<file path="config.mk">
export PLATFORM = sky130hd
export DESIGN_NAME = qsz_lift_ctrl_flat
export DESIGN_NICKNAME = d
export VERILOG_FILES = /design/src/rtl/qsz_pkg.sv /design/src/rtl/qsz_link_if.sv /design/src/rtl/qsz_lift_ctrl.sv /design/src/flat_wrapper.sv
export VERILOG_INCLUDE_DIRS = /design/src /design/src/rtl
export SDC_FILE = /design/constraint.sdc
export NUM_CORES = 1
export LEC_CHECK = 0
export BUFFER_PORTS_ARGS = -buffer_cell sky130_fd_sc_hd__buf_2
export CORE_MARGIN = 3
export CORE_UTILIZATION = 40
export CTS_CLUSTER_SIZE = 16
export DETAILED_ROUTE_END_ITERATION = 10
export GPL_TIMING_DRIVEN = 0
export MAX_ROUTING_LAYER = met4
export PLACE_DENSITY = 0.76
export REMOVE_ABC_BUFFERS = 1
export SYNTH_ARGS = -nofsm -noshare
export SYNTH_HDL_FRONTEND = slang
export SYNTH_SLANG_ARGS = --single-unit
</file>
<file path="constraint.sdc">
create_clock -name clk_i -period 2.8 [get_ports clk_i]
set_clock_uncertainty 0.05 [all_clocks]
set_input_delay 0.56 -clock clk_i [delete_from_list [all_inputs] [get_ports clk_i]]
set_output_delay 0.56 -clock clk_i [all_outputs]
set_load 0.05 [all_outputs]
</file>
<file path="src/rtl/qsz_defines.svh">
// Purpose: constants of the quick-start hold-zero sequencer, drive end and lift-control end
// Assumes: one 100 MHz clock, synchronous active-high reset
// Notes: times stand in their own unit, hold-limit and speed-window cycle counts are derived from them
// Summary of operation
// - enable, direction, hold input give ready, current
// - lift control closes contactors on ready at once
// - then brake output, speed held at zero
// - lift control opens brake on brake output at once
// - speed input within 150 ms of hold release
// - speed requests only after hold request removed
// - serial hold: zero, travel, off, speed, direction bits
// - serial: travel-active bit, then brake status bit
// - serial release: intermediate/fast plus speed, zero cleared
// - held at zero over 20 s faults
// - hold request during travel faults
// - creep beyond 7 mm while holding faults
// - encoder monitor timer starts when hold ends
// - hold usable only with input configured for it
`ifndef QSZ_DEFINES_SVH
`define QSZ_DEFINES_SVH

// clock rate and timing
`define QSZ_CLK_KHZ          64'd100000
`define QSZ_HOLD_LIMIT_MS    64'd20000
`define QSZ_HOLD_LIMIT_CYC   (32'(`QSZ_HOLD_LIMIT_MS * `QSZ_CLK_KHZ))
`define QSZ_SPEED_WINDOW_MS  64'd150
`define QSZ_SPEED_WINDOW_CYC (24'(`QSZ_SPEED_WINDOW_MS * `QSZ_CLK_KHZ))
`define QSZ_ENERGISE_CYC     8'h04
`define QSZ_CREEP_LIMIT_MM   17'sh00007

// fault codes
`define QSZ_ERR_NONE         10'h000
`define QSZ_ERR_HOLD_LIMIT   10'h30c
`define QSZ_ERR_HOLD_TRAVEL  10'h30d
`define QSZ_ERR_CREEP        10'h211

// lift-control register byte addresses
`define QSZ_ADR_CTRL         8'h00
`define QSZ_ADR_STATUS       8'h04
`define QSZ_ADR_IRQ_STAT     8'h08
`define QSZ_ADR_IRQ_MASK     8'h0c

// control register fields
`define QSZ_CTRL_RUN         0
`define QSZ_CTRL_DIR_DOWN    1
`define QSZ_CTRL_SERIAL      2
`define QSZ_CTRL_DOOR_CLOSED 3
`define QSZ_CTRL_SPEED_LO    4
`define QSZ_CTRL_SPEED_HI    5
`define QSZ_CTRL_W           6

// speed selections
`define QSZ_SPD_NONE         2'h0
`define QSZ_SPD_POSITION     2'h1
`define QSZ_SPD_INTER        2'h2
`define QSZ_SPD_TRAVEL       2'h3

// interrupt status fields
`define QSZ_IRQ_READY        0
`define QSZ_IRQ_BRAKE        1
`define QSZ_IRQ_DEADLINE     2
`define QSZ_IRQ_W            3

`endif

</file>
<file path="src/rtl/qsz_pkg.sv">
// Purpose: state types of both ends
// Assumes: one-hot encodings
// Notes: numbers live in qsz_defines.svh
package qsz_pkg;

	typedef enum logic [4:0]
	{
		QSZ_D_IDLE     = 5'h01,
		QSZ_D_ENERGISE = 5'h02,
		QSZ_D_HOLD     = 5'h04,
		QSZ_D_TRAVEL   = 5'h08,
		QSZ_D_FAULT    = 5'h10
	} qsz_drive_state_t;

	typedef enum logic [4:0]
	{
		QSZ_L_IDLE    = 5'h01,
		QSZ_L_HOLD    = 5'h02,
		QSZ_L_RELEASE = 5'h04,
		QSZ_L_RUN     = 5'h08,
		QSZ_L_ABORT   = 5'h10
	} qsz_lift_state_t;

endpackage

</file>
<file path="src/rtl/qsz_link_if.sv">
// Purpose: link between lift control and drive, discrete and serial-bit forms
// Assumes: both ends on the same clock
// Notes: plain wires, no clocking block
`timescale 1ns/1ps
interface qsz_link_if;
	// discrete inputs of the drive
	logic       controller_enable_in;
	logic [1:0] travel_direction_in;
	logic       hold_zero_in;
	logic       positioning_speed_in;
	logic       intermediate_speed_in;
	logic       travel_speed_in;
	// discrete outputs of the drive
	logic       controller_ready_out;
	logic       brake_release_out;
	// serial command bits
	logic       zero_rpm_cmd_bit;
	logic       intermediate_speed_cmd_bit;
	logic       fast_speed_cmd_bit;
	logic       travel_command_bit;
	logic       off_switch_bit;
	logic       travel_speed_cmd_bit;
	logic       travel_direction_bit;
	// serial status bits
	logic       travel_active_status_bit;
	logic       brake_status_bit;

	modport drive
	(
		input  controller_enable_in, travel_direction_in, hold_zero_in,
		input  positioning_speed_in, intermediate_speed_in, travel_speed_in,
		input  zero_rpm_cmd_bit, intermediate_speed_cmd_bit, fast_speed_cmd_bit,
		input  travel_command_bit, off_switch_bit, travel_speed_cmd_bit, travel_direction_bit,
		output controller_ready_out, brake_release_out, travel_active_status_bit, brake_status_bit
	);

	modport lift
	(
		output controller_enable_in, travel_direction_in, hold_zero_in,
		output positioning_speed_in, intermediate_speed_in, travel_speed_in,
		output zero_rpm_cmd_bit, intermediate_speed_cmd_bit, fast_speed_cmd_bit,
		output travel_command_bit, off_switch_bit, travel_speed_cmd_bit, travel_direction_bit,
		input  controller_ready_out, brake_release_out, travel_active_status_bit, brake_status_bit
	);
endinterface

</file>
<file path="src/rtl/qsz_lift_ctrl.sv">
// Purpose: lift-control end, runs the quick-start sequence on software orders
// Assumes: classic Wishbone slave, one clock
// Notes: ack comes one cycle after the strobe
`timescale 1ns/1ps
`include "qsz_defines.svh"
module qsz_lift_ctrl
	import qsz_pkg::*;
#(
	parameter logic [23:0] SPEED_WINDOW_CYCLES = `QSZ_SPEED_WINDOW_CYC
)
(
	input  wire logic        clk_i,
	input  wire logic        rst_i,
	input  wire logic        wb_cyc_i,
	input  wire logic        wb_stb_i,
	input  wire logic        wb_we_i,
	input  wire logic [7:0]  wb_adr_i,
	input  wire logic [3:0]  wb_sel_i,
	input  wire logic [31:0] wb_dat_i,
	output logic [31:0]      wb_dat_o,
	output logic             wb_ack_o,
	output logic             irq_o,
	output logic             contactor_close_o,
	output logic             brake_open_o,
	qsz_link_if.lift         link
);

	qsz_lift_state_t             state_reg;
	qsz_lift_state_t             state_next;
	logic [`QSZ_CTRL_W-1:0]      ctrl_reg;
	logic [`QSZ_IRQ_W-1:0]       irq_stat_reg;
	logic [`QSZ_IRQ_W-1:0]       irq_mask_reg;
	logic [`QSZ_IRQ_W-1:0]       events;
	logic [23:0]                 window_cnt_reg;
	logic                        ready_seen_reg;
	logic                        brake_seen_reg;
	logic                        wr;
	logic                        serial;
	logic [1:0]                  speed_sel;
	logic                        hold_phase;
	logic                        run_phase;

	assign wr        = wb_cyc_i & wb_stb_i & wb_we_i & ~wb_ack_o & wb_sel_i[0];
	assign serial    = ctrl_reg[`QSZ_CTRL_SERIAL];
	assign speed_sel = ctrl_reg[`QSZ_CTRL_SPEED_HI:`QSZ_CTRL_SPEED_LO];

	// sequence of the lift control
	always_comb
	begin
		state_next = state_reg;
		case (state_reg)
			QSZ_L_IDLE:
				if (ctrl_reg[`QSZ_CTRL_RUN])
					state_next = QSZ_L_HOLD;
			QSZ_L_HOLD:
				if (!ctrl_reg[`QSZ_CTRL_RUN])
					state_next = QSZ_L_IDLE;
				else if (ctrl_reg[`QSZ_CTRL_DOOR_CLOSED] && brake_seen_reg)
					state_next = QSZ_L_RELEASE;
			QSZ_L_RELEASE:
				if (!ctrl_reg[`QSZ_CTRL_RUN])
					state_next = QSZ_L_IDLE;
				else if (speed_sel != `QSZ_SPD_NONE)
					state_next = QSZ_L_RUN;
				else if (window_cnt_reg >= SPEED_WINDOW_CYCLES)
					state_next = QSZ_L_ABORT;
			QSZ_L_RUN, QSZ_L_ABORT:
				if (!ctrl_reg[`QSZ_CTRL_RUN])
					state_next = QSZ_L_IDLE;
			default:
				state_next = QSZ_L_IDLE;
		endcase
	end

	always_ff @(posedge clk_i)
	begin
		if (rst_i)
			state_reg <= QSZ_L_IDLE;
		else
			state_reg <= state_next;
	end

	// time since hold release
	always_ff @(posedge clk_i)
	begin
		if (rst_i)
			window_cnt_reg <= 24'h00_0000;
		else if (state_next == QSZ_L_RELEASE)
			window_cnt_reg <= window_cnt_reg + 24'h00_0001;
		else
			window_cnt_reg <= 24'h00_0000;
	end

	assign hold_phase = state_next == QSZ_L_HOLD;
	assign run_phase  = state_next == QSZ_L_RUN;

	// discrete link outputs
	always_ff @(posedge clk_i)
	begin
		if (rst_i)
		begin
			link.controller_enable_in  <= 1'b0;
			link.travel_direction_in   <= 2'h0;
			link.hold_zero_in          <= 1'b0;
			link.positioning_speed_in  <= 1'b0;
			link.intermediate_speed_in <= 1'b0;
			link.travel_speed_in       <= 1'b0;
		end
		else
		begin
			link.controller_enable_in  <= ~serial & (hold_phase | run_phase | state_next == QSZ_L_RELEASE);
			link.travel_direction_in   <= serial || !(hold_phase || run_phase || state_next == QSZ_L_RELEASE)
				? 2'h0 : (ctrl_reg[`QSZ_CTRL_DIR_DOWN] ? 2'h2 : 2'h1);
			link.hold_zero_in          <= ~serial & hold_phase;
			link.positioning_speed_in  <= ~serial & run_phase & (speed_sel == `QSZ_SPD_POSITION);
			link.intermediate_speed_in <= ~serial & run_phase & (speed_sel == `QSZ_SPD_INTER);
			link.travel_speed_in       <= ~serial & run_phase & (speed_sel == `QSZ_SPD_TRAVEL);
		end
	end

	// serial command bits
	always_ff @(posedge clk_i)
	begin
		if (rst_i)
		begin
			link.zero_rpm_cmd_bit           <= 1'b0;
			link.travel_command_bit         <= 1'b0;
			link.off_switch_bit             <= 1'b0;
			link.travel_speed_cmd_bit       <= 1'b0;
			link.travel_direction_bit       <= 1'b0;
			link.intermediate_speed_cmd_bit <= 1'b0;
			link.fast_speed_cmd_bit         <= 1'b0;
		end
		else
		begin
			link.zero_rpm_cmd_bit     <= serial & hold_phase;
			link.travel_command_bit   <= serial & (hold_phase | run_phase | state_next == QSZ_L_RELEASE);
			link.off_switch_bit       <= serial & (hold_phase | run_phase | state_next == QSZ_L_RELEASE);
			link.travel_speed_cmd_bit <= serial & (hold_phase | run_phase);
			link.travel_direction_bit <= serial & ctrl_reg[`QSZ_CTRL_DIR_DOWN];
			link.intermediate_speed_cmd_bit <= serial & run_phase & (speed_sel != `QSZ_SPD_TRAVEL);
			link.fast_speed_cmd_bit   <= serial & run_phase & (speed_sel == `QSZ_SPD_TRAVEL);
		end
	end

	// contactors and brake follow the drive outputs at once
	always_ff @(posedge clk_i)
	begin
		if (rst_i)
		begin
			contactor_close_o <= 1'b0;
			brake_open_o      <= 1'b0;
			ready_seen_reg    <= 1'b0;
			brake_seen_reg    <= 1'b0;
		end
		else
		begin
			contactor_close_o <= link.controller_ready_out | link.travel_active_status_bit;
			brake_open_o      <= link.brake_release_out | link.brake_status_bit;
			ready_seen_reg    <= link.controller_ready_out | link.travel_active_status_bit;
			brake_seen_reg    <= link.brake_release_out | link.brake_status_bit;
		end
	end

	// interrupt events
	assign events[`QSZ_IRQ_READY]    = (link.controller_ready_out | link.travel_active_status_bit) & ~ready_seen_reg;
	assign events[`QSZ_IRQ_BRAKE]    = (link.brake_release_out | link.brake_status_bit) & ~brake_seen_reg;
	assign events[`QSZ_IRQ_DEADLINE] = (state_reg == QSZ_L_RELEASE) && (state_next == QSZ_L_ABORT);

	// registers, write-one-to-clear status, set wins
	always_ff @(posedge clk_i)
	begin
		if (rst_i)
		begin
			ctrl_reg     <= 6'h00;
			irq_stat_reg <= 3'h0;
			irq_mask_reg <= 3'h0;
		end
		else
		begin
			if (wr && wb_adr_i == `QSZ_ADR_CTRL)
				ctrl_reg <= wb_dat_i[`QSZ_CTRL_W-1:0];
			if (wr && wb_adr_i == `QSZ_ADR_IRQ_MASK)
				irq_mask_reg <= wb_dat_i[`QSZ_IRQ_W-1:0];
			if (wr && wb_adr_i == `QSZ_ADR_IRQ_STAT)
				irq_stat_reg <= (irq_stat_reg & ~wb_dat_i[`QSZ_IRQ_W-1:0]) | events;
			else
				irq_stat_reg <= irq_stat_reg | events;
		end
	end

	// bus answer and interrupt line
	always_ff @(posedge clk_i)
	begin
		if (rst_i)
		begin
			wb_ack_o <= 1'b0;
			wb_dat_o <= 32'h0000_0000;
			irq_o    <= 1'b0;
		end
		else
		begin
			wb_ack_o <= wb_cyc_i & wb_stb_i & ~wb_ack_o;
			irq_o    <= |((irq_stat_reg | events) & irq_mask_reg);
			case (wb_adr_i)
				`QSZ_ADR_CTRL:     wb_dat_o <= {26'h000_0000, ctrl_reg};
				`QSZ_ADR_STATUS:   wb_dat_o <= {25'h000_0000, state_reg, brake_seen_reg, ready_seen_reg};
				`QSZ_ADR_IRQ_STAT: wb_dat_o <= {29'h000_0000, irq_stat_reg};
				`QSZ_ADR_IRQ_MASK: wb_dat_o <= {29'h000_0000, irq_mask_reg};
				default:           wb_dat_o <= 32'h0000_0000;
			endcase
		end
	end

endmodule

</file>
<file path="src/flat_wrapper.sv">
// flat-port wrapper written by rule: the top's interface ports become plain ports
module qsz_lift_ctrl_flat import qsz_pkg::*;
#(
	parameter logic [23:0] SPEED_WINDOW_CYCLES = `QSZ_SPEED_WINDOW_CYC
)
  (clk_i, rst_i, wb_cyc_i, wb_stb_i, wb_we_i, wb_adr_i, wb_sel_i, wb_dat_i, wb_dat_o, wb_ack_o, irq_o, contactor_close_o, brake_open_o, link_controller_enable_in, link_travel_direction_in, link_hold_zero_in, link_positioning_speed_in, link_intermediate_speed_in, link_travel_speed_in, link_zero_rpm_cmd_bit, link_intermediate_speed_cmd_bit, link_fast_speed_cmd_bit, link_travel_command_bit, link_off_switch_bit, link_travel_speed_cmd_bit, link_travel_direction_bit, link_controller_ready_out, link_brake_release_out, link_travel_active_status_bit, link_brake_status_bit);
  qsz_link_if link_i ();
  input  wire logic clk_i;
  input  wire logic rst_i;
  input  wire logic wb_cyc_i;
  input  wire logic wb_stb_i;
  input  wire logic wb_we_i;
  input  wire logic [7:0] wb_adr_i;
  input  wire logic [3:0] wb_sel_i;
  input  wire logic [31:0] wb_dat_i;
  output logic [31:0] wb_dat_o;
  output logic wb_ack_o;
  output logic irq_o;
  output logic contactor_close_o;
  output logic brake_open_o;
  output wire logic [$bits(link_i.controller_enable_in)-1:0] link_controller_enable_in;
  output wire logic [$bits(link_i.travel_direction_in)-1:0] link_travel_direction_in;
  output wire logic [$bits(link_i.hold_zero_in)-1:0] link_hold_zero_in;
  output wire logic [$bits(link_i.positioning_speed_in)-1:0] link_positioning_speed_in;
  output wire logic [$bits(link_i.intermediate_speed_in)-1:0] link_intermediate_speed_in;
  output wire logic [$bits(link_i.travel_speed_in)-1:0] link_travel_speed_in;
  output wire logic [$bits(link_i.zero_rpm_cmd_bit)-1:0] link_zero_rpm_cmd_bit;
  output wire logic [$bits(link_i.intermediate_speed_cmd_bit)-1:0] link_intermediate_speed_cmd_bit;
  output wire logic [$bits(link_i.fast_speed_cmd_bit)-1:0] link_fast_speed_cmd_bit;
  output wire logic [$bits(link_i.travel_command_bit)-1:0] link_travel_command_bit;
  output wire logic [$bits(link_i.off_switch_bit)-1:0] link_off_switch_bit;
  output wire logic [$bits(link_i.travel_speed_cmd_bit)-1:0] link_travel_speed_cmd_bit;
  output wire logic [$bits(link_i.travel_direction_bit)-1:0] link_travel_direction_bit;
  input wire logic [$bits(link_i.controller_ready_out)-1:0] link_controller_ready_out;
  input wire logic [$bits(link_i.brake_release_out)-1:0] link_brake_release_out;
  input wire logic [$bits(link_i.travel_active_status_bit)-1:0] link_travel_active_status_bit;
  input wire logic [$bits(link_i.brake_status_bit)-1:0] link_brake_status_bit;
  assign link_controller_enable_in = link_i.controller_enable_in;
  assign link_travel_direction_in = link_i.travel_direction_in;
  assign link_hold_zero_in = link_i.hold_zero_in;
  assign link_positioning_speed_in = link_i.positioning_speed_in;
  assign link_intermediate_speed_in = link_i.intermediate_speed_in;
  assign link_travel_speed_in = link_i.travel_speed_in;
  assign link_zero_rpm_cmd_bit = link_i.zero_rpm_cmd_bit;
  assign link_intermediate_speed_cmd_bit = link_i.intermediate_speed_cmd_bit;
  assign link_fast_speed_cmd_bit = link_i.fast_speed_cmd_bit;
  assign link_travel_command_bit = link_i.travel_command_bit;
  assign link_off_switch_bit = link_i.off_switch_bit;
  assign link_travel_speed_cmd_bit = link_i.travel_speed_cmd_bit;
  assign link_travel_direction_bit = link_i.travel_direction_bit;
  assign link_i.controller_ready_out = link_controller_ready_out;
  assign link_i.brake_release_out = link_brake_release_out;
  assign link_i.travel_active_status_bit = link_travel_active_status_bit;
  assign link_i.brake_status_bit = link_brake_status_bit;
  qsz_lift_ctrl #(.SPEED_WINDOW_CYCLES(SPEED_WINDOW_CYCLES)) u_core (.clk_i(clk_i), .rst_i(rst_i), .wb_cyc_i(wb_cyc_i), .wb_stb_i(wb_stb_i), .wb_we_i(wb_we_i), .wb_adr_i(wb_adr_i), .wb_sel_i(wb_sel_i), .wb_dat_i(wb_dat_i), .wb_dat_o(wb_dat_o), .wb_ack_o(wb_ack_o), .irq_o(irq_o), .contactor_close_o(contactor_close_o), .brake_open_o(brake_open_o), .link(link_i));
endmodule
</file>
======== Word-level counts from Yosys, hierarchy flattened ========
Index checks and enable logic that the tools add are counted.
cells by class
  muxes and demuxes ....................... 11
  add/subtract/negate cells ............... 1
  reduce and logical (&&, ||, !) cells .... 15
  bitwise logic cells ..................... 34
  equality and inequality tests ........... 16
  magnitude comparators ................... 1
operator list
  cell                                                                   number
  5-bit 2-to-1 mux                                                       7
  7-bit case mux with 4 select lines                                     1
  24-bit by 1-bit adder with 24-bit output, second input constant        1
  24-bit greater-or-equal comparator, second input constant              1
  1-bit AND                                                              20
  5-bit case mux with 4 select lines                                     1
  8-bit by 4-bit equality test with 1-bit output, second input constant  2
  5-bit by 2-bit equality test with 1-bit output, second input constant  2
  5-bit by 3-bit equality test with 1-bit output, second input constant  2
  5-bit by 4-bit equality test with 1-bit output, second input constant  2
  5-bit equality test, second input constant                             2
  8-bit by 3-bit equality test with 1-bit output, second input constant  1
  8-bit logical NOT                                                      1
  3-bit AND                                                              2
  3-bit OR                                                               2
  2-bit OR reduction                                                     3
  5-bit by 1-bit equality test with 1-bit output, second input constant  1
  1-bit logical AND                                                      5
  1-bit inverter                                                         5
  2-bit equality test, second input constant                             2
  1-bit OR                                                               4
  1-bit logical OR                                                       3
  3-bit 2-to-1 mux                                                       1
  3-bit inverter                                                         1
  6 further kinds                                                        6
storage, ports and cells
  bits in registers ....................... 90
  word-level logic and storage cells ...... 100
  output and inout port bits .............. 50
  input bits .............................. 53

======== Longest topological paths before layout ========
  word-level depth ........................ 11
  mapped depth ............................ 7

======== Worst setup path before layout ========
No wires, ideal clock.
  path kind ............................... input to register
  start point ............................. input port wb_adr_i[1]
  end point ............................... register u_core.irq_mask_reg[0]
  stages on the path ...................... 6
  arrival ................................. 1901 ps
  path slack .............................. 722 ps
  cell sequence ........................... or4_4 > nor4_4 > and3_1 > buf_4 > mux2i_1 > nor2_1
between the ends
  longest elaborated chain between the ends .. 2
ends and longest elaborated chain
  element                                                   RTL line              source
  from (decl)                                               flat_wrapper.sv:13    input wire logic [7:0] wb_adr_i;
  8-bit by 4-bit equality test with 1-bit output (no line)  n/a
  1-bit logical AND (no line)                               n/a
  to (signal assigned)                                      qsz_lift_ctrl.sv:184  irq_mask_reg <= wb_dat_i[`QSZ_IRQ_W-1:0];
  to (decl)                                                 qsz_lift_ctrl.sv:32   logic [`QSZ_IRQ_W-1:0] irq_mask_reg;
Every way passes these cells.
A chain may end at the register's enable or synchronous reset.

======== Worst setup path after layout ========
  start point ............................. register u_core.window_cnt_reg[13]
  end point ............................... register u_core.window_cnt_reg[6]
between the ends
  longest elaborated chain between the ends .. 8
ends and longest elaborated chain
  element                                         RTL line             source
  from (decl)                                     qsz_lift_ctrl.sv:34  logic [23:0] window_cnt_reg;
  from (signal assigned)                          qsz_lift_ctrl.sv:89  window_cnt_reg <= window_cnt_reg + 24'h00_0001;
  24-bit greater-or-equal comparator              qsz_lift_ctrl.sv:65  else if (window_cnt_reg >= SPEED_WINDOW_CYCLES)
  5-bit 2-to-1 mux                                qsz_lift_ctrl.sv:65
  5-bit 2-to-1 mux                                qsz_lift_ctrl.sv:63  else if (speed_sel != `QSZ_SPD_NONE)
  5-bit 2-to-1 mux                                qsz_lift_ctrl.sv:61  if (!ctrl_reg[`QSZ_CTRL_RUN])
  5-bit case mux with 4 select lines              qsz_lift_ctrl.sv:51  case (state_reg)
  5-bit by 3-bit equality test with 1-bit output  qsz_lift_ctrl.sv:88  else if (state_next == QSZ_L_RELEASE)
  1-bit inverter (no line)                        n/a
  2-bit OR reduction (no line)                    n/a
Every way passes these cells.

==> reports/metrics.cfg <==
[synthesis]
synthFlopType = dfxtp_1
syn_inst = 320
seq_area_frac_synth = 0.450
synthMuxAreaShare = 0.0649
synth_seq_cells = 65
synth_simple_gate_area_frac = 0.247
yosys_warnings = 0
synth_area_um2 = 2890
synth_top_family_by_area = simple AND/OR/NAND/NOR gates
synthAdderAreaFrac = 0.00865
synth-edff-count = 0
syn_avg_cell_area_um2 = 9.04
synth-xor-area-share = 0.0696
synthDistinctLibCells = 43
async_reset_ff_frac = 0
synth-compound-area-share = 0.0519

[die]
die_h_um = 91.0
initial_core_util = 0.419
die-area_um2 = 8290
io-pin-count = 103
row_count = 30
core_area_um2 = 6910
dieWidth_um = 91.0

[worst_setup_path]
ff2ff_path_depth = 5
required_ns = 2.93
crit_buf_inv = 0
cp_slowest_cell = o21ai_2
start_kind = register
rr_endpoint = u_core.window_cnt_reg[6]
r2r_setup_slack_ns = 0.37
timing.rr.start = u_core.window_cnt_reg[13]
crit_path_end_kind = register
arrival_ns = 2.56
slowest_delay_ns = 0.78
worstPathMaxFanout = 25
path_class = reg -> reg
critPathTopFamily = compound AO/OA/AOI/OAI gates
critPathLaunch = u_core.window_cnt_reg[13]
path_cells = nand3_1 -> a2111oi_0 -> nor3b_1 -> o21ai_2 -> nor2_1

[finish]
final_cell_mix = 65 x dfxtp_1, 59 x nor2_1, 48 x buf_2
layout.nets = 421
antenna-diode-count = 0
drive_gt1_frac = 0.208
layout.cells.most_common = dfxtp_1
final_util = 0.481
syn_to_final_growth_pct = 14.8
fin_cells = 467
largest_reg_flops = 24

[pwr]
comb_power_share = 0.068
max-vdd-ir-drop_mv = 0.284
p_int_uw = 1480
power_density_nw_per_um2 = 588
switching_share = 0.240
clock_power_share = 0.454
p_sw_uw = 468
p_leak_uw = 0.00138
seqPwrFrac = 0.478

[sta]
relSlewSlack = 0.367
setup_violations = 0
slew_viol_final = 0
timing.setup.tns_ns = 0
tightest_slew_ns = 0.949
whs_ns = 0.379
fin_ws_ns = 0.374
max_freq_mhz = 412
rsz0062_at_grt = no
final.period_utilization = 0.866
hold_viol = 0
min_period_ns = 2.43

[run_status]
status = complete, no violations

[drt]
detail_route.vias_per_cell = 4.66
wirelength_um = 5510
drtIter0Drc = 89
antenna_left = 0
drc_errors = 0
post_drt_wl_per_cell_um = 11.8
drt_first_pass_iters = 5
routed-via-count = 2175

[cts]
cts_resized = 0
cts_root_buffer = clkbuf_8
clk_latency_ns = 0.34
h-tree-depth = 3
cts_inserted_buffers = 9
ctsLongestPathBuffers = 2
clock-sinks = 65
cts_tree = built
postCtsSetupRepairBufs = 0
path_clk_slew_ns = 0.07
cts_hold_buf = 0

[placement]
gp_congestion = 0.836
io_buffer_count = 48
pre_cts_ws_ns = 0.354
hpwl_um = 4000
dp.cells = 451

[min_path]
worstHoldEndpoint = u_core.contactor_close_o
hold_path.class = in -> reg
min-delay-start = link_controller_ready_out
hold_depth = 3

[global_route]
antenna_found_initial = 0
grt_start_max_net_pins = 26
grt_pass1_vias = 2123
gr-total-overflow = 0
grt_use_total = 0.145
grt_pass1_wl_um = 9600

[flow_run]
maxCapViolCount = 0

==> cell usage after synthesis, types with 2 or more instances <==
cell type / number / area share
a21oi_1: 5 / 0.0086
and3_1: 8 / 0.017
and4_1: 3 / 0.0091
and4b_1: 2 / 0.0069
buf_2: 2 / 0.0035
buf_4: 29 / 0.075
clkbuf_1: 6 / 0.0078
dfxtp_1: 65 / 0.45
ha_1: 2 / 0.0086
inv_1: 16 / 0.021
mux2i_1: 12 / 0.042
mux4_2: 3 / 0.023
nand2_1: 10 / 0.013
nand2b_1: 2 / 0.0043
nand3_1: 17 / 0.029
nand3b_1: 4 / 0.010
nand4_1: 3 / 0.0065
nor2_1: 59 / 0.077
nor2b_1: 7 / 0.015
nor3_1: 4 / 0.0069
nor3b_1: 3 / 0.0078
nor4_1: 4 / 0.0086
nor4b_1: 2 / 0.0061
o211ai_1: 3 / 0.0078
o21ai_0: 6 / 0.010
or2_2: 5 / 0.011
xnor2_1: 11 / 0.033
xor2_1: 12 / 0.036
==> power groups by stage <==
stage | Sequential, uW | Clock (uW) | Combinational (uW)
final | 933 | 886 | 134
after global routing | 933 | 947 | 141
after CTS | 932 | 910 | 133
after detailed placement | 954 | 0 | 132
after global placement | 954 | 0 | 132
after floorplan | 962 | 0 | 93.2
==> cells by family (layout without fill, tap and decap cells) <==
family,after synthesis,count (layout)
muxes,15,15
xor gates and xnor gates,23,23
and+or+nand+nor,138,138
AOI/OAI and AO/OA,23,23
buffers and inverters,53,80
DFF,65,65
adders and majority gates,2,2
other,1,25
==> stage by stage <==
step | total power [uW] | instance area (um^2)
after floorplan | 1050 | 2730
after global placement | 1090 | 3090
after detailed placement | 1090 | 3090
after CTS | 1980 | 3320
after global routing | 2020 | 3320
final | 1950 | 3320
==> layer usage <==
| metal | vias to the layer above | share of wire | track usage |
|---|---|---|---|
| met2 | 72 | 0.45 | 0.230 |
| li1 | 1111 | - | - |
| met5 | - | 0 | - |
| met4 | 0 | 0.014 | 0.0578 |
| met3 | 9 | 0.076 | 0.0489 |
| met1 | 983 | 0.45 | 0.171 |
==> how the worst max path moves through the flow <==
stage / slack [ns] / cells after the start / endpoint
after floorplan: 0.74 / 5 / u_core.irq_mask_reg[0]
after global placement: 0.49 / 5 / u_core.window_cnt_reg[9]
after detailed placement: 0.35 / 5 / u_core.window_cnt_reg[6]
after CTS: 0.34 / 5 / u_core.window_cnt_reg[6]
after global routing: 0.06 / 5 / u_core.window_cnt_reg[6]
final: 0.37 / 5 / u_core.window_cnt_reg[6]
==> worst reg2reg max path, delay by kind of cell (launching register included) <==
kind	cells	cell delay, ns
flops	1	0.41
simple gates	3	0.43
compound gates	2	1.39
==> area by class of cell <==
cell class	instances	area, um^2
fill	686	3590
multi-input combinational	226	1370
sequential	65	1300
timing repair buffer	48	240
clock buffer	10	138
tap	96	120
clock inverter	6	90.1
inverter	16	60.1
Power figures use the tool's default switching activity.
